==> src/irsl_params.svh <==
`ifndef IRSL_PARAMS_SVH
`define IRSL_PARAMS_SVH
// Link rates as baud figures.
`define IRSL_DEFAULT_BAUD 17'd9600
`define IRSL_MAX_BAUD 17'd115200
// The answered discovery slot.
`define IRSL_OWN_SLOT 8'h02
// Frame delimiters.
`define IRSL_FRAME_START 8'hC0
`define IRSL_FRAME_END 8'hC1
// Frame kinds reported by the frame decoder.
`define IRSL_KIND_XID 3'h0
`define IRSL_KIND_BCAST_ID 3'h1
`define IRSL_KIND_PARAMS 3'h2
`define IRSL_KIND_QUERY 3'h3
`define IRSL_KIND_DATA 3'h4
`define IRSL_KIND_CLOSE 3'h5
// Inactivity fallback time and clock rate.
`define IRSL_IDLE_TIMEOUT_S 10
`define IRSL_CLOCK_HZ 20000000
`define IRSL_IDLE_CYCLES (`IRSL_IDLE_TIMEOUT_S * `IRSL_CLOCK_HZ)
// Data FIFO shape.
`define IRSL_FIFO_WIDTH 8
`define IRSL_FIFO_DEPTH 4
`endif

==> src/irsl_pkg.sv <==
`include "irsl_params.svh"
package irsl_pkg;
	// Link connection states.
	typedef enum logic [2:0] {
		IRSL_NDM,
		IRSL_DISC_PARAMS,
		IRSL_DISC_IAS,
		IRSL_NCM,
		IRSL_CLOSING
	} irsl_state_t;

	// A decoded received frame, checked for CRC by the decoder.
	typedef struct packed {
		logic [2:0] kind;
		logic [7:0] slot;
		logic crc_ok;
	} irsl_frame_t;

	// A response request to the frame encoder.
	typedef struct packed {
		logic [2:0] kind;
		logic [7:0] slot;
		logic [16:0] baud;
	} irsl_reply_t;
endpackage : irsl_pkg

==> src/irsl_link_fsm.sv <==
// Functional notes
// [RULE1] Polling runs the link at 9600 baud.
// [RULE2] Primary sends numbered discoveries, then identification.
// [RULE3] Answer only discovery slot 2.
// [RULE4] Keep answering slot 2 every poll.
// [RULE5] Enter discovery after slot answer and identification.
// [RULE6] Setup handled locally; clear-to-send inhibits host.
// [RULE7] Answer primary parameters; use highest common rate.
// [RULE8] Never offer more than 115.2 kbaud.
// [RULE9] Answer service name, address, capability queries.
// [RULE10] Stop host serial while optical data arrives.
// [RULE11] Host obeys flow control or bytes lost.
// [RULE12] Check frames; keep exchanging empty frames.
// [RULE13] Confirm close command, then disconnect; here carrier drops first, confirmation comes with the return to disconnected.
// [RULE14] Ten idle seconds fall back to disconnected.
// [RULE15] Pass received payload to host uninterpreted.
// [RULE16] Frames use C0 start, CRC, C1 end.
// [RULE17] Carrier detect only while connected.
// [RULE18] High clear-to-send forbids host sending.
// [RULE19] Reset: disconnected, default rate, host inhibited.
`timescale 1ns/1ps
`default_nettype none
`include "irsl_params.svh"

// Small FIFO between the optical receiver and the host serial transmitter.
module irsl_fifo #(
	parameter int WIDTH = `IRSL_FIFO_WIDTH,
	parameter int DEPTH = `IRSL_FIFO_DEPTH
) (
	input wire logic clock, // System clock.
	input wire logic rst, // Synchronous reset.
	input wire logic ce, // Clock enable.
	input wire logic in_valid, // Write data offered.
	output logic in_ready, // Space available.
	input wire logic [WIDTH-1:0] in_data, // Write data.
	output logic out_valid, // Data available.
	input wire logic out_ready, // Reader takes data.
	output logic [WIDTH-1:0] out_data // Read data.
);
	localparam int AW = $clog2(DEPTH);
	logic [WIDTH-1:0] mem [DEPTH]; // Storage words.
	logic [AW-1:0] wr_ptr; // Write index.
	logic [AW-1:0] rd_ptr; // Read index.
	logic [AW:0] count; // Words held.
	logic do_wr; // Write happens.
	logic do_rd; // Read happens.

	// Handshakes are combinational from the fill count.
	assign in_ready = (count != (AW+1)'(DEPTH)); // Full once DEPTH words are held.
	assign out_valid = (count != '0);
	assign do_wr = in_valid && in_ready;
	assign do_rd = out_valid && out_ready;
	assign out_data = mem[rd_ptr];

	// Storage write.
	always_ff @(posedge clock) begin
		if (ce && do_wr) begin
			mem[wr_ptr] <= in_data;
		end
	end

	// Pointers and count.
	always_ff @(posedge clock) begin
		if (rst) begin
			wr_ptr <= '0;
			rd_ptr <= '0;
			count <= '0;
		end else if (ce) begin
			if (do_wr) begin
				wr_ptr <= (wr_ptr == AW'(DEPTH - 1)) ? '0 : wr_ptr + 1'b1;
			end
			if (do_rd) begin
				rd_ptr <= (rd_ptr == AW'(DEPTH - 1)) ? '0 : rd_ptr + 1'b1;
			end
			count <= count + (AW+1)'(do_wr) - (AW+1)'(do_rd);
		end
	end
endmodule : irsl_fifo

// Connection state machine of the secondary station.
module irsl_link_fsm
	import irsl_pkg::*;
#(
	parameter int IDLE_CYCLES = `IRSL_IDLE_CYCLES
) (
	input wire logic clock, // System clock, 20 MHz.
	input wire logic rst, // Synchronous reset, active high.
	input wire logic ce, // Clock enable; low freezes all state.
	input wire logic rx_frame_valid, // One-cycle pulse: frame decoded.
	input wire irsl_frame_t rx_frame, // Decoded frame fields.
	input wire logic rx_active_pin, // Optical receive in progress, async.
	input wire logic rx_byte_valid, // Payload byte strobe from decoder.
	input wire logic [7:0] rx_byte, // Payload byte.
	input wire logic [16:0] primary_baud, // Rate offered by the primary.
	output logic reply_valid, // One-cycle pulse: send a response.
	output irsl_reply_t reply, // Response request.
	output logic [16:0] link_baud, // Current optical rate.
	output logic host_valid, // Byte for the host serial port.
	input wire logic host_ready, // Host transmitter takes byte.
	output logic [7:0] host_data, // Byte to the host.
	output logic rx_stall, // Decoder must stall payload.
	output logic cts, // High: host must not send.
	output logic carrier_detect, // High while linked.
	output logic [2:0] link_state // State for observation.
);
	irsl_state_t state; // Present connection state.
	irsl_state_t next_state; // State for the next edge.
	logic [2:0] rx_sync; // Three-stage pin synchroniser.
	logic rx_active; // Filtered receive activity.
	logic slot_answered; // Slot 2 has been answered this poll.
	logic [31:0] idle_count; // Cycles since the last frame.
	logic good_frame; // A frame with good check arrived.
	logic fifo_in_ready; // FIFO space.
	logic [7:0] fifo_out_data; // FIFO head.

	assign good_frame = rx_frame_valid && rx_frame.crc_ok; // [RULE12] [RULE16]
	assign link_state = state;

	// Synchroniser; a change counts once stages two and three agree.
	always_ff @(posedge clock) begin
		if (rst) begin
			rx_sync <= 3'h0;
			rx_active <= 1'b0;
		end else if (ce) begin
			rx_sync <= {rx_sync[1:0], rx_active_pin};
			if (rx_sync[1] == rx_sync[2]) begin
				rx_active <= rx_sync[2];
			end
		end
	end

	// Next-state decision from decoded frames and the idle timer.
	always_comb begin
		next_state = state;
		unique case (state)
			IRSL_NDM: begin
				// Identification only moves on if our slot was answered.
				if (good_frame && rx_frame.kind == `IRSL_KIND_BCAST_ID && slot_answered) begin
					next_state = IRSL_DISC_PARAMS; // [RULE5] [RULE2]
				end
			end
			IRSL_DISC_PARAMS: begin
				if (good_frame && rx_frame.kind == `IRSL_KIND_PARAMS) begin
					next_state = IRSL_DISC_IAS; // [RULE7]
				end
			end
			IRSL_DISC_IAS: begin
				// The first data frame marks the end of service queries.
				if (good_frame && rx_frame.kind == `IRSL_KIND_DATA) begin
					next_state = IRSL_NCM;
				end
			end
			IRSL_NCM: begin
				if (good_frame && rx_frame.kind == `IRSL_KIND_CLOSE) begin
					next_state = IRSL_CLOSING; // [RULE13]
				end
			end
			IRSL_CLOSING: begin
				// Confirmation is registered this cycle and appears together with the disconnect.
				next_state = IRSL_NDM; // [RULE13]
			end
		endcase
		// Silence after leaving disconnected drops the link.
		if (state != IRSL_NDM && idle_count >= 32'(IDLE_CYCLES - 1)) begin
			next_state = IRSL_NDM; // [RULE14]
		end
	end

	// State register.
	always_ff @(posedge clock) begin
		if (rst) begin
			state <= IRSL_NDM; // [RULE19]
		end else if (ce) begin
			state <= next_state;
		end
	end

	// Slot bookkeeping: a new poll starts with discovery number zero.
	always_ff @(posedge clock) begin
		if (rst) begin
			slot_answered <= 1'b0;
		end else if (ce) begin
			if (state != IRSL_NDM) begin
				slot_answered <= 1'b0;
			end else if (good_frame && rx_frame.kind == `IRSL_KIND_XID) begin
				if (rx_frame.slot == `IRSL_OWN_SLOT) begin
					slot_answered <= 1'b1; // [RULE3] [RULE4]
				end else if (rx_frame.slot == 8'h00) begin
					slot_answered <= 1'b0; // [RULE2]
				end
			end
		end
	end

	// Inactivity timer, restarted by every received frame.
	always_ff @(posedge clock) begin
		if (rst) begin
			idle_count <= 32'h0;
		end else if (ce) begin
			if (rx_frame_valid || state == IRSL_NDM) begin
				idle_count <= 32'h0;
			end else if (idle_count < 32'(IDLE_CYCLES - 1)) begin
				idle_count <= idle_count + 32'h1; // [RULE14]
			end
		end
	end

	// Response requests; all setup answers are made without the host.
	always_ff @(posedge clock) begin
		if (rst) begin
			reply_valid <= 1'b0;
			reply <= '0;
		end else if (ce) begin
			reply_valid <= 1'b0;
			reply.baud <= link_baud;
			if (state == IRSL_CLOSING) begin
				reply_valid <= 1'b1;
				reply.kind <= `IRSL_KIND_CLOSE; // [RULE13]
			end else if (good_frame) begin
				unique case (state)
					IRSL_NDM: begin
						// Only slot 2 is answered, on every poll.
						if (rx_frame.kind == `IRSL_KIND_XID && rx_frame.slot == `IRSL_OWN_SLOT) begin
							reply_valid <= 1'b1; // [RULE3] [RULE4] [RULE6]
							reply.kind <= `IRSL_KIND_XID;
							reply.slot <= `IRSL_OWN_SLOT;
						end
					end
					IRSL_DISC_PARAMS: begin
						if (rx_frame.kind == `IRSL_KIND_PARAMS) begin
							reply_valid <= 1'b1; // [RULE7]
							reply.kind <= `IRSL_KIND_PARAMS;
							reply.baud <= `IRSL_MAX_BAUD; // [RULE8]
						end
					end
					IRSL_DISC_IAS: begin
						if (rx_frame.kind == `IRSL_KIND_QUERY) begin
							reply_valid <= 1'b1; // [RULE9]
							reply.kind <= `IRSL_KIND_QUERY;
						end
					end
					IRSL_NCM: begin
						// Every good frame except a close is answered here, empty or not, to keep the link alive.
						if (rx_frame.kind != `IRSL_KIND_CLOSE) begin
							reply_valid <= 1'b1; // [RULE12]
							reply.kind <= `IRSL_KIND_DATA;
						end
					end
					IRSL_CLOSING: begin
						reply_valid <= 1'b0;
					end
				endcase
			end
		end
	end

	// Link rate: default while disconnected, common rate after parameters.
	always_ff @(posedge clock) begin
		if (rst) begin
			link_baud <= `IRSL_DEFAULT_BAUD; // [RULE19]
		end else if (ce) begin
			if (next_state == IRSL_NDM) begin
				link_baud <= `IRSL_DEFAULT_BAUD; // [RULE1]
			end else if (state == IRSL_DISC_PARAMS && good_frame
				&& rx_frame.kind == `IRSL_KIND_PARAMS) begin
				link_baud <= (primary_baud < `IRSL_MAX_BAUD) ? primary_baud
					: `IRSL_MAX_BAUD; // [RULE7] [RULE8]
			end
		end
	end

	// Host flow control and carrier detect.
	always_ff @(posedge clock) begin
		if (rst) begin
			cts <= 1'b1; // [RULE19]
			carrier_detect <= 1'b0;
		end else if (ce) begin
			// High inhibits host; held outside connection and while receiving.
			cts <= (next_state != IRSL_NCM) || rx_active; // [RULE6] [RULE10] [RULE18] [RULE11]
			carrier_detect <= (next_state == IRSL_NCM); // [RULE17]
		end
	end

	// Payload reaches the host unchanged through the FIFO.
	irsl_fifo #(
		.WIDTH(`IRSL_FIFO_WIDTH),
		.DEPTH(`IRSL_FIFO_DEPTH)
	) u_fifo (
		.clock(clock),
		.rst(rst),
		.ce(ce),
		.in_valid(rx_byte_valid && state == IRSL_NCM), // [RULE15]
		.in_ready(fifo_in_ready),
		.in_data(rx_byte),
		.out_valid(host_valid),
		.out_ready(host_ready),
		.out_data(fifo_out_data)
	);
	assign host_data = fifo_out_data;
	assign rx_stall = !fifo_in_ready;
endmodule : irsl_link_fsm
`default_nettype wire

==> config.mk <==
export PLATFORM = sky130hd
export DESIGN_NAME = irsl_link_fsm
export DESIGN_NICKNAME = d
export VERILOG_FILES = /design/src/irsl_pkg.sv /design/src/irsl_link_fsm.sv
export VERILOG_INCLUDE_DIRS = /design/src
export SDC_FILE = /design/constraint.sdc
export NUM_CORES = 1
export LEC_CHECK = 0
export ABC_AREA = 0
export BUFFER_PORTS_ARGS = -buffer_cell sky130_fd_sc_hd__buf_2
export CORE_MARGIN = 2
export CORE_UTILIZATION = 30
export DETAILED_ROUTE_END_ITERATION = 10
export SYNTH_ARGS = -nofsm -noshare
export SYNTH_HDL_FRONTEND = slang
export SYNTH_SLANG_ARGS = --single-unit
==> constraint.sdc <==
create_clock -name clock -period 5.84 [get_ports clock]
set_input_delay 0.876 -clock clock [delete_from_list [all_inputs] [get_ports clock]]
set_output_delay 0.876 -clock clock [all_outputs]
set_load 0.02 [all_outputs]
### Word level (Yosys, flattened, before mapping)

Memories as Yosys holds them, arrays and structs flattened. A register that Yosys moved wholly into a read port is not among the register bits.
Index checks and enable logic that the tools add are counted.

* output and inout port bits: 61
* memories kept: 1
* bits in writable memories: 32
* logic and storage cells: 123
* register bits: 88
* input port bits: 44

Memory list
* u_fifo.mem: depth 4, width 8, read ports 1, clocked after memory_dff 1, wr ports 1, RTL line irsl_link_fsm.sv:41 `logic [WIDTH-1:0] mem [DEPTH];`

* multiplexer cells: 39
* reductions and logical operators: 38
* $lt $le $gt $ge: 3
* $add $sub $neg: 5
* equal/unequal tests: 21
* bitwise logic cells: 1

Operators by type and width (number)
* 2-to-1 mux 17 bit: 6
* 2-to-1 mux 32 bit: 2
* adder 32 x 1 -> 32 bit, second input constant: 1
* greater-or-equal comparator 32 x 28 -> 1 bit, second input constant: 1
* < comparator 32 x 28 -> 1 bit, second input constant: 1
* 2-to-1 mux 28 bit: 1
* 2-to-1 mux 3 bit: 9
* < comparator 17 bit, second input constant: 1
* == test 3 x 2 -> 1 bit, second input constant: 5
* logical AND 1 bit: 15
* != test 3 bit, second input constant: 5
* one-hot mux 3 bit (5 select lines): 1
* 2-to-1 mux 1 bit: 12
* one-hot mux 3 bit (4 select lines): 1
* 2-to-1 mux 11 bit: 1
* AND reduction 2 bit: 5
* == test 3 bit, second input constant: 3
* zero test 3 bit: 3
* nonzero test 3 bit: 3
* == test 8 x 2 -> 1 bit, second input constant: 1
* zero test 8 bit: 1
* 2-to-1 mux 2 bit: 4
* 2-to-1 mux 8 bit: 1
* nonzero test 2 bit: 4
* 16 further kinds: 20

### Logic depth before layout (Yosys ltp)

Gate-level depths: netlist (run 1).

* depth in word-level cells: 9
* gate-level depth with buffers: 11
* gate-level depth less buffers: 11

### By module

A second synthesis (run 1) with hierarchy kept.

* cells, all modules: 543
* area total of the unflattened synthesis: 5500.3 µm²

By module, submodules not included
* irsl_link_fsm: cells an instance 448, sequential area each 1621.6 µm², times used 1, area an instance 3824.9 µm²
* irsl_fifo: cells an instance 95, sequential area each 1141.1 µm², times used 1, area an instance 1675.4 µm²

### Least setup slack after synthesis (run 1)

OpenSTA, ideal clock, no wires.

* path kind: input port to flip-flop
* start point: input rx_frame[11] (netlist name)
* end point: register link_baud[11]
* path buffers: 2
* setup slack: 3101 ps
* cell stages on the path: 8
* data arrival time: 2622 ps
* library setup time: 117 ps
* required time: 5723 ps
* cell sequence: buf_2 or3_1 a2111oi_1 a21oi_1 a211oi_2 o31ai_2 buf_2 a22o_1

* cells in the longest elaborated chain, start to end: 9
* elaborated cells on any way between the ends: 20
* classes of those cells: eq/ne: 4; mux: 7; reduce/logical: 9

Ends and longest elaborated chain
* from (decl): RTL line irsl_link_fsm.sv:90 `input wire irsl_frame_t rx_frame,`
* == test 3 x 1 -> 1 bit (no source line)
* logical AND 1 bit (no source line)
* logical AND 1 bit: RTL line irsl_link_fsm.sv:138 `` if (good_frame && rx_frame.kind == `IRSL_KIND_BCAST_ID && slot_answered) begin ``
* 2-to-1 mux 3 bit: RTL line irsl_link_fsm.sv:138
* one-hot mux 3 bit (5 select lines): RTL line irsl_link_fsm.sv:135 `unique case (state)`
* 2-to-1 mux 3 bit: RTL line irsl_link_fsm.sv:164 `if (state != IRSL_NDM && idle_count >= 32'(IDLE_CYCLES - 1)) begin`
* zero test 3 bit: RTL line irsl_link_fsm.sv:262 `if (next_state == IRSL_NDM) begin`
* nonzero test 2 bit (no source line)
* AND reduction 2 bit (no source line)
* to (signal assigned): RTL line irsl_link_fsm.sv:260 `` link_baud <= `IRSL_DEFAULT_BAUD; ``
* to (signal assigned): RTL line irsl_link_fsm.sv:263 `` link_baud <= `IRSL_DEFAULT_BAUD; ``
* to (signal assigned): RTL line irsl_link_fsm.sv:266 `` link_baud <= (primary_baud < `IRSL_MAX_BAUD) ? primary_baud ``
* to (decl): RTL line irsl_link_fsm.sv:97 `output logic [16:0] link_baud,`

Several ways; a longest one is shown, not always the timed one.
A chain may end at the register's enable or synchronous reset.

### Final worst setup path (run 1)

* start point: register state[0] (netlist: link_state[0])
* end point: register link_baud[10]

* cells in the longest elaborated chain, start to end: 6
* elaborated cells on any way between the ends: 19
* classes of those cells: eq/ne: 4; mux: 7; reduce/logical: 8

Ends and longest elaborated chain
* from (decl): RTL line irsl_link_fsm.sv:106 `irsl_state_t state;`
* from (signal assigned): RTL line irsl_link_fsm.sv:174 `state <= next_state;`
* == test 3 bit (tied with other cells): RTL line irsl_link_fsm.sv:135
* one-hot mux 3 bit (5 select lines) / logical AND 1 bit (equally long branches): RTL line irsl_link_fsm.sv:135, irsl_link_fsm.sv:164
* 2-to-1 mux 3 bit: RTL line irsl_link_fsm.sv:164
* zero test 3 bit: RTL line irsl_link_fsm.sv:262
* nonzero test 2 bit (no source line)
* AND reduction 2 bit (no source line)

Several ways; a longest one is shown, not always the timed one.

==> results.sh, run 1 <==
export IMPL_status="completed"
export IMPL_pin_count=105
export IMPL_cts_buffers=17
export IMPL_pre_cts_ws_ns=2.651
export IMPL_clock_skew_ns=0.007478
export IMPL_synth_seq_cells=122
export IMPL_chipWidth_um=139.2
export IMPL_slew_headroom_pct=27.58
export IMPL_cts_buffer_depth=2
export IMPL_start_kind="flop"
export IMPL_h_tree_depth=4
export IMPL_dieArea_sq_um=19380
export IMPL_p_leak_uw=0.002531
export IMPL_cts_resized=0
export IMPL_wire_per_inst_um=14.52
export IMPL_synth_ff_type="dfxtp_1"
export IMPL_power_density_nw_per_um2=300.5
export IMPL_synth_top_family_by_area="simple AND/OR/NAND/NOR gates"
export IMPL_tns_ns=0
export IMPL_port_buffer_count=97
export IMPL_final_common_cell="buf_2"
export IMPL_area_delta_synth_final_pct=21.42
export IMPL_synth_compound_area_share_pct=17.00
export IMPL_synth_cells=546
export IMPL_num_nets_final=681
export IMPL_drcViolationCount=0
export IMPL_core_sq_um=17960
export IMPL_arrival_ns=3.17
export IMPL_yosys_warnings=0
export IMPL_irDropWorstVdd_mv=0.2454
export IMPL_cp_cell_sequence="inv_1 > nor4b_1 > a21oi_1 > a221oi_2 > o211ai_1"
export IMPL_drt_iter0_drc=274
export IMPL_ys_types=66
export IMPL_synth_fa_ha_area_share_pct=2.190
export IMPL_die_h_um=139.2
export IMPL_place_gp_congestion=0.7694
export IMPL_grt_pass1_vias=4069
export IMPL_finalHoldViolations=0
export IMPL_fmax_mhz=345.0
export IMPL_drv_slew=0
export IMPL_synth_area_sq_um=5484
export IMPL_finalSetupViolCount=0
export IMPL_final_period_utilization_pct=49.63
export IMPL_cp_slowest_cell="dfxtp_1"
export IMPL_drive_gt1_share_pct=23.75
export IMPL_numClockSinks=122
export IMPL_path_clk_slew_ns=0.05
export IMPL_cts_tree="built"
export IMPL_diodes=0
export IMPL_vias=4402
export IMPL_postCtsSetupRepairBufs=0
export IMPL_yosys_area_share_simple_pct=21.04
export IMPL_via_per_inst=5.066
export IMPL_grt_pass1_wl_mm=20.80
export IMPL_grt_max_degree=49
export IMPL_period_minus_slack_ns=2.899
export IMPL_overflow=0
export IMPL_ys_seq_area_share_pct=50.38
export IMPL_synth_mux_area_share_pct=4.586
export IMPL_drtAntennaViolNets=0
export IMPL_synth_xor_area_share_pct=0.6388
export IMPL_clock_latency_ns=0.41
export IMPL_fillers=1795
export IMPL_holdBufCountCts=0
export IMPL_worst_path_buf_inv=1
export IMPL_worstPathRequired_ns=6.11
export IMPL_max_cap_violations=0
export IMPL_grt_setup_unrepaired="false"
export IMPL_worstMarginPinSlew_ns=1.086
export IMPL_initial_core_util_pct=30.53
export IMPL_whs_ns=0.4522
export IMPL_dr_pass1_iters=4
export IMPL_max_stage_delay_ns=0.69
export IMPL_cp_end_kind="flop"
export IMPL_place_hpwl_mm=8.567
export IMPL_most_common_layout_cells="buf_2, dfxtp_1, nand2_1"
export IMPL_critPathMaxFanout=16
export IMPL_synth_edf_count=32
export IMPL_synth_async_reset_ratio_pct=0
export IMPL_antenna_found_initial=0
export IMPL_root_buffer="clkbuf_16"
export IMPL_hold_path_class="flop to flop"
export IMPL_fin_ws_ns=2.941
export IMPL_wl_mm=12.62
export IMPL_fin_total_pwr_uw=2001
export IMPL_fp_row_count=49
export IMPL_path_class="flop to flop"
export IMPL_cp_top_family="compound AO/OA/AOI/OAI gates"
export IMPL_avgSynthCellArea_sq_um=10.04
export IMPL_track_usage_pct=13.25
-- metal layers --
layer | wire length (um) | vias up | track usage (%)
li1 | - | 2206 | -
met1 | 6099 | 2067 | 18.13
met2 | 5697 | 119 | 19.86
met3 | 716 | 10 | 4.662
met4 | 106 | 0 | 3.775
met5 | 0 | - | 0
-- logic make-up (layout without fill, tap and decap cells) --
kind of cell,count (synthesis),count (layout)
AO/OA/AOI/OAI,134,134
XOR/XNOR,4,4
adder cells (fa/ha/maj),9,9
buffers and inverters,51,139
flip-flops,122,122
multiplexers,15,15
other,1,7
AND/OR/NAND/NOR,210,210
-- sequential cells by signal (all words and copies together), names as in the netlist, 2 cells and up, named ones only --
signal and cells:
rx_sync 3, idle_count 32, link_baud 17, link_state 3, u_fifo.count 3, u_fifo.rd_ptr 2
u_fifo.wr_ptr 2, reply 21, u_fifo.mem 32
-- synthesized netlist by cell type, types with 10 or more instances --
cell type,n,share of area (%)
edfxtp_1,32,18
nand2_1,39,2.7
and3_1,10,1.1
dfxtp_1,90,33
o21ai_0,25,2.3
a21oi_1,36,3.3
nor2_1,37,2.5
nand4_1,12,1.4
a22o_1,12,1.9
nand3_1,18,1.6
or3_1,25,2.9
clkbuf_1,25,1.7
a22oi_1,15,2.1
and2_1,14,1.6
-- report_power, final --
| part | internal, uW | total [uW] | switching (uW) |
|---|---|---|---|
| clock | 632 | 994 | 362 |
| sequential | 877 | 887 | 10.4 |
| combinational | 45.2 | 120 | 74.3 |
-- final timing paths --
| check | slack [ns] | endpoint | from | cells past startpoint |
|---|---|---|---|---|
| hold reg to reg | 0.45 | reply[26] | reply[26] | 2 |
| setup reg to reg | 2.94 | link_baud[10] | link_state[0] | 5 |
| hold / removal | 0.45 | reply[26] | reply[26] | 2 |
| setup / recovery | 2.94 | link_baud[10] | link_state[0] | 5 |
-- cell type report --
type	instances	area [sq um]	share of cell area [%]
multi-input cells	379	2522	37.88
clock buffers	22	454.2	6.821
flip-flops and latches	122	2763	41.49
inverters	9	33.78	0.5073
repair buffers	99	500.5	7.516
clock inverters	9	98.84	1.484
well taps	229	286.5	4.303
-- worst reg2reg max path: stages (launching register included) --
cell and delay (ns):
dfxtp_1 0.69, inv_1 0.22, nor4b_1 0.68, a21oi_1 0.50, a221oi_2 0.54, o211ai_1 0.14
-- through the flow --
stage | instances | area (sq um) | util, %
6_report | 869 | 6659 | 37.07
5_1_grt | 869 | 6659 | 37.07
4_1_cts | 869 | 6659 | 37.07
3_5_place_dp | 838 | 6106 | 33.99
3_3_place_gp | 838 | 6106 | 33.99
2_1_floorplan | 552 | 5507 | -
Power figures use the tool's default switching activity.
==> run 2: changes to the inputs <==
- clock period: 5.84 -> 3 ns (I/O delays scaled with it)
==> run 2 against run 1 <==
Effect of this change:
- global-route usage increased by 0.41 points
- via count up 3.7%
- maximum frequency increased by 15%
- clock-buffer cell count decreased by 5
- first-iteration DRC count is 1.5% higher
- wire length rose by 3.5%
- worst setup slack got worse by 2.5 ns
- core utilization is 1.1 points higher
- clock skew down 0.0017 ns
- sequential power is 95% higher
- sequential share of layout area down 1.2 points
- highest routed layer unchanged
==> results.sh, run 2 (synthesis gave the netlist of run 1 again) <==
export IMPL_cts_buffers=17
export IMPL_fin_util_pct=38.20
export IMPL_wl_mm=13.06
export IMPL_place_gp_congestion=0.7822
export IMPL_path_class="flop to flop"
export IMPL_cp_top_family="compound AO/OA/AOI/OAI gates"
export IMPL_hold_path_class="primary input to flop"
export IMPL_cp_end_kind="flop"
export IMPL_start_kind="flop"
export IMPL_drive_gt1_share_pct=25.42
export IMPL_slew_headroom_pct=55.03
export IMPL_path_clk_slew_ns=0.06
export IMPL_grtUsageMet2_pct=20.53
export IMPL_drt_iter0_drc=278
export IMPL_finalSetupViolCount=0
export IMPL_grt_pass1_wl_mm=21.62
export IMPL_place_hpwl_mm=8.909
export IMPL_finalHoldViolations=0
export IMPL_vias=4564
export IMPL_cts_buffer_depth=2
export IMPL_numClockSinks=122
export IMPL_pre_cts_ws_ns=0.4913
export IMPL_irDropWorstVdd_mv=0.3406
export IMPL_diodes=0
export IMPL_track_usage_pct=13.67
export IMPL_root_buffer="clkbuf_16"
export IMPL_reg2reg_from="idle_count[0]"
export IMPL_cp_cell_sequence="ha_1 > and4_1 > a211oi_1 > or3_1 > a21oi_2 > o31ai_2 > buf_4 > a22o_1"
export IMPL_most_common_layout_cells="buf_2, dfxtp_1, nand2_1"
export IMPL_cp_slowest_cell="or3_1"
export IMPL_via_per_inst=5.175
export IMPL_fillers=1777
export IMPL_clock_latency_ns=0.41
export IMPL_max_cap_violations=0
export IMPL_port_buffer_count=97
export IMPL_power_density_nw_per_um2=623.6
export IMPL_p_leak_uw=0.002633
export IMPL_whs_ns=0.2432
export IMPL_dieArea_sq_um=19380
export IMPL_chipWidth_um=139.2
export IMPL_clock_skew_ns=0.005821
export IMPL_num_nets_final=693
export IMPL_largestRegisters="idle_count x32, u_fifo.mem x32, reply x21"
export IMPL_tns_ns=0
export IMPL_die_h_um=139.2
export IMPL_period_minus_slack_ns=2.517
export IMPL_cts_tree="built"
export IMPL_overflow=0
export IMPL_grt_setup_unrepaired="false"
export IMPL_drtAntennaViolNets=0
export IMPL_grt_pass1_vias=4283
export IMPL_pin_count=105
export IMPL_core_sq_um=17960
export IMPL_initial_core_util_pct=30.53
export IMPL_fp_row_count=49
export IMPL_postCtsSetupRepairBufs=0
export IMPL_holdBufCountCts=0
export IMPL_final_period_utilization_pct=83.89
export IMPL_max_stage_delay_ns=0.50
export IMPL_status="completed"
export IMPL_fmax_mhz=397.4
export IMPL_cts_resized=0
export IMPL_critPathMaxFanout=12
export IMPL_wire_per_inst_um=14.80
export IMPL_grt_busiest_layer="met2"
export IMPL_antenna_found_initial=0
export IMPL_hp_start="primary_baud[1]"
export IMPL_grt_max_degree=34
export IMPL_crit_start="idle_count[0]"
export IMPL_drv_slew=0
export IMPL_worst_path_buf_inv=1
export IMPL_worstMarginPinSlew_ns=0.6695
export IMPL_final_common_cell="buf_2"
export IMPL_grtUsageMet1_pct=18.36
export IMPL_dr_pass1_iters=5
export IMPL_fin_ws_ns=0.4834
export IMPL_area_delta_synth_final_pct=25.14
export IMPL_drcViolationCount=0
export IMPL_grt_util_met3_pct=4.800
export IMPL_arrival_ns=2.82
export IMPL_h_tree_depth=4
export IMPL_worstPathRequired_ns=3.30
==> run 2: cell types whose count changed in the layout (fill, tap and decap cells not counted) <==
cell        delta
buf_4         +12
bufinv_16      +4
clkbuf_1       -4
clkbuf_8       -1
clkinv_1       +2
clkinv_2       -5
clkinv_4       +1
clkinvlp_4     +2
inv_4          -1
inv_6          +3
o21ai_1        +1
o21ai_2        -1
==> run 2: metrics by stage <==
| step | cells | instance area [sq um] | power, uW |
|---|---|---|---|
| 2_1_floorplan | 552 | 5507 | 1916 |
| 3_3_place_gp | 850 | 6192 | 2001 |
| 3_5_place_dp | 850 | 6192 | 2003 |
| 4_1_cts | 882 | 6863 | 4325 |
| 5_1_grt | 882 | 6863 | 4428 |
| 6_report | 882 | 6863 | 4280 |
==> run 2: worst register-to-register path, delay by kind of cell, from the launching register on <==
| kind | cells | cell delay (ns) |
|---|---|---|
| AND/OR/NAND/NOR | 2 | 0.75 |
| buffers and inverters | 1 | 0.20 |
| AO/OA/AOI/OAI | 4 | 0.84 |
| adder cells (fa/ha/maj) | 1 | 0.24 |
| flip-flops | 1 | 0.39 |
==> run 2: routing by layer <==
metal	part of all wire, %	routed length [um]
met1	48	6245
met3	6.2	805
met5	0	0
met4	1.2	162
met2	45	5843
==> run 2: cell type report <==
class	count	area (sq um)	share of cell area, %
repair buffers	111	590.6	8.605
flip-flops and latches	122	2763	40.26
clock inverters	15	245.2	3.573
well taps	229	286.5	4.175
inverters	9	33.78	0.4923
multi-input cells	379	2519	36.70
clock buffers	17	425.4	6.199
==> run 2: final timing paths <==
| path | to | slack [ns] | cells after the start |
|---|---|---|---|
| worst max-delay path | link_baud[2] | 0.48 | 8 |
| worst min-delay path | link_baud[1] | 0.24 | 2 |
| worst max register to register | link_baud[2] | 0.48 | 8 |
| worst min register to register | reply[25] | 0.45 | 2 |
==> run 2: power by group <==
| part | switching [uW] | internal [uW] |
|---|---|---|
| clock | 755 | 1560 |
| combinational | 147 | 92.8 |
| sequential | 19.9 | 1710 |
==> run 3: changes to the inputs <==
- clock period: 3 -> 2.3 ns (I/O delays scaled with it)
==> run 3 against run 2 <==
Effect of this change:
- hold slack got worse by 0.11 ns
- sequential share of layout area down 1.4 points
- critical path depth grew 3
- first-iteration DRC count shrank 24%
- clock power up 13%
- flip-flop and latch count stayed put
- maximum frequency increased by 13%
- clock skew grew 0.0056 ns
- register-to-register slack worse by 0.42 ns
- total power is 22% higher
- cell area up 3.6%
- via count grew 0.57%
- largest cell class unchanged
==> results.sh, run 3 (synthesis gave the netlist of run 1 again) <==
export IMPL_fin_total_pwr_uw=5240
export IMPL_dieArea_sq_um=19380
export IMPL_hold_path_class="primary input to flop"
export IMPL_r2r_end="u_fifo.count[2]"
export IMPL_max_stage_delay_ns=0.39
export IMPL_worstPathRequired_ns=2.59
export IMPL_drtAntennaViolNets=0
export IMPL_drv_slew=0
export IMPL_root_buffer="clkbuf_16"
export IMPL_wire_per_inst_um=14.68
export IMPL_cp_cell_sequence="or3_4 > and2_4 > ha_4 > inv_2 > ha_4 > inv_2 > fa_2 > xnor2_2 > nor2_1 > xnor2_1 > nor2_1"
export IMPL_worstMarginPinSlew_ns=0.5540
export IMPL_die_h_um=139.2
export IMPL_drcViolationCount=0
export IMPL_slew_headroom_pct=63.06
export IMPL_grtUsageMet1_pct=18.61
export IMPL_grt_max_degree=48
export IMPL_finalHoldViolations=0
export IMPL_grtUsageMet2_pct=21.91
export IMPL_r2r_cells=11
export IMPL_reg2reg_from="u_fifo.count[1]"
export IMPL_grt_pass1_vias=4462
export IMPL_start_kind="flop"
export IMPL_clock_skew_ns=0.01147
export IMPL_num_nets_final=723
export IMPL_most_common_layout_cells="buf_2, dfxtp_1, buf_4"
export IMPL_max_cap_violations=0
export IMPL_largestRegisters="idle_count x32, u_fifo.mem x32, reply x21"
export IMPL_cp_end_kind="flop"
export IMPL_path_class="flop to flop"
export IMPL_core_sq_um=17960
export IMPL_grt_setup_unrepaired="true"
export IMPL_port_buffer_count=97
export IMPL_chipWidth_um=139.2
export IMPL_h_tree_depth=4
export IMPL_period_minus_slack_ns=2.236
export IMPL_status="completed"
export IMPL_hp_start="primary_baud[6]"
export IMPL_grt_pass1_wl_mm=22.31
export IMPL_cts_buffer_depth=2
export IMPL_drive_gt1_share_pct=30.89
export IMPL_path_clk_slew_ns=0.06
export IMPL_instances_no_fill=912
export IMPL_regToRegSetupSlack_ns=0.06
export IMPL_via_per_inst=5.033
export IMPL_diodes=0
export IMPL_final_common_cell="buf_2"
export IMPL_fmax_mhz=447.3
export IMPL_numClockSinks=122
export IMPL_cts_buffers=17
export IMPL_final_period_utilization_pct=97.21
export IMPL_grt_util_met3_pct=5.456
export IMPL_holdPathEnd="link_baud[6]"
export IMPL_dp_cells=880
export IMPL_place_hpwl_mm=9.472
export IMPL_postCtsSetupRepairBufs=0
export IMPL_drt_iter0_drc=212
export IMPL_area_delta_synth_final_pct=29.61
export IMPL_fp_row_count=49
export IMPL_pin_count=105
export IMPL_irDropWorstVdd_mv=0.4589
export IMPL_wl_mm=13.39
export IMPL_initial_core_util_pct=30.53
export IMPL_vias=4590
export IMPL_critPathMaxFanout=3
export IMPL_fillers=1766
export IMPL_overflow=0
export IMPL_place_gp_congestion=0.8250
export IMPL_finalSetupViolCount=0
export IMPL_grt_busiest_layer="met2"
export IMPL_hold_path_cell_count=2
export IMPL_cts_tree="built"
export IMPL_antenna_found_initial=0
export IMPL_power_density_nw_per_um2=737.1
export IMPL_p_leak_uw=0.002762
export IMPL_cp_slowest_cell="fa_2"
export IMPL_clock_latency_ns=0.41
export IMPL_track_usage_pct=14.11
export IMPL_arrival_ns=2.53
export IMPL_dr_pass1_iters=4
export IMPL_holdBufCountCts=0
[run 3: worst max-delay path: cells and delay by family, from the launching register on]
family	cells	cell delay [ns]
xor gates and xnor gates	2	0.27
buffers and inverters	2	0.11
adders and majority gates	3	0.73
and+or+nand+nor	4	0.71
DFF	1	0.32
[run 3: area by class of cell]
type | instances | area, sq um | area share (%)
Sequential cell | 122 | 2765 | 38.90
Multi-Input combinational cell | 379 | 2591 | 36.45
Timing Repair Buffer | 141 | 844.6 | 11.88
Clock buffer | 19 | 444.2 | 6.249
Tap cell | 229 | 286.5 | 4.031
Clock inverter | 13 | 142.6 | 2.007
Inverter | 9 | 33.78 | 0.4753
[run 3: how the worst max path moves through the flow]
stage,from,endpoint,slack (ns),depth (start not counted)
floorplan,u_fifo.count[2],u_fifo.count[2],0.007,11
global placement,rx_frame[9],link_baud[6],-0.04,7
detailed placement,rx_frame[9],link_baud[6],-0.07,7
CTS,u_fifo.count[2],u_fifo.count[2],0.01,11
global route,u_fifo.count[1],u_fifo.count[2],-0.06,11
finish,u_fifo.count[1],u_fifo.count[2],0.06,11
[run 3: power breakdown]
group	switching [uW]	leakage [uW]	internal (uW)
combinational	213	0.00147	162
sequential	20.0	0.00102	2230
clock	988	0.000279	1630
[run 3: routing by layer]
| metal | vias to the layer above | wire length (um) | share of wire [%] |
|---|---|---|---|
| met5 | - | 0 | 0 |
| met4 | 0 | 36 | 0.27 |
| met3 | 4 | 895 | 6.7 |
| met2 | 125 | 6128 | 46 |
| met1 | 2174 | 6329 | 47 |
| li1 | 2287 | - | - |
[run 3: what timing repair did]
action | 4_1_cts | 5_1_grt
pin swaps | 1 | 8
hold endpoints to repair | 0 | 0
endpoints found under the setup margin | 13 | 26
resized for setup | 2 | 14
[run 3: stage by stage]
step	cell area [sq um]	setup slack [ns]	utilization [%]	setup TNS (ns)	hold slack, ns
6_report	7108	0.06417	39.57	0	0.1374
5_1_grt	7108	-0.05943	39.57	-0.1232	0.1202
4_1_cts	7046	0.01076	39.22	0	0.1144
3_5_place_dp	6447	-0.07129	35.89	-0.7529	0.4399
3_3_place_gp	6447	-0.04182	35.89	-0.4851	0.4350
2_1_floorplan	5514	0.007246	-	0	0.4205
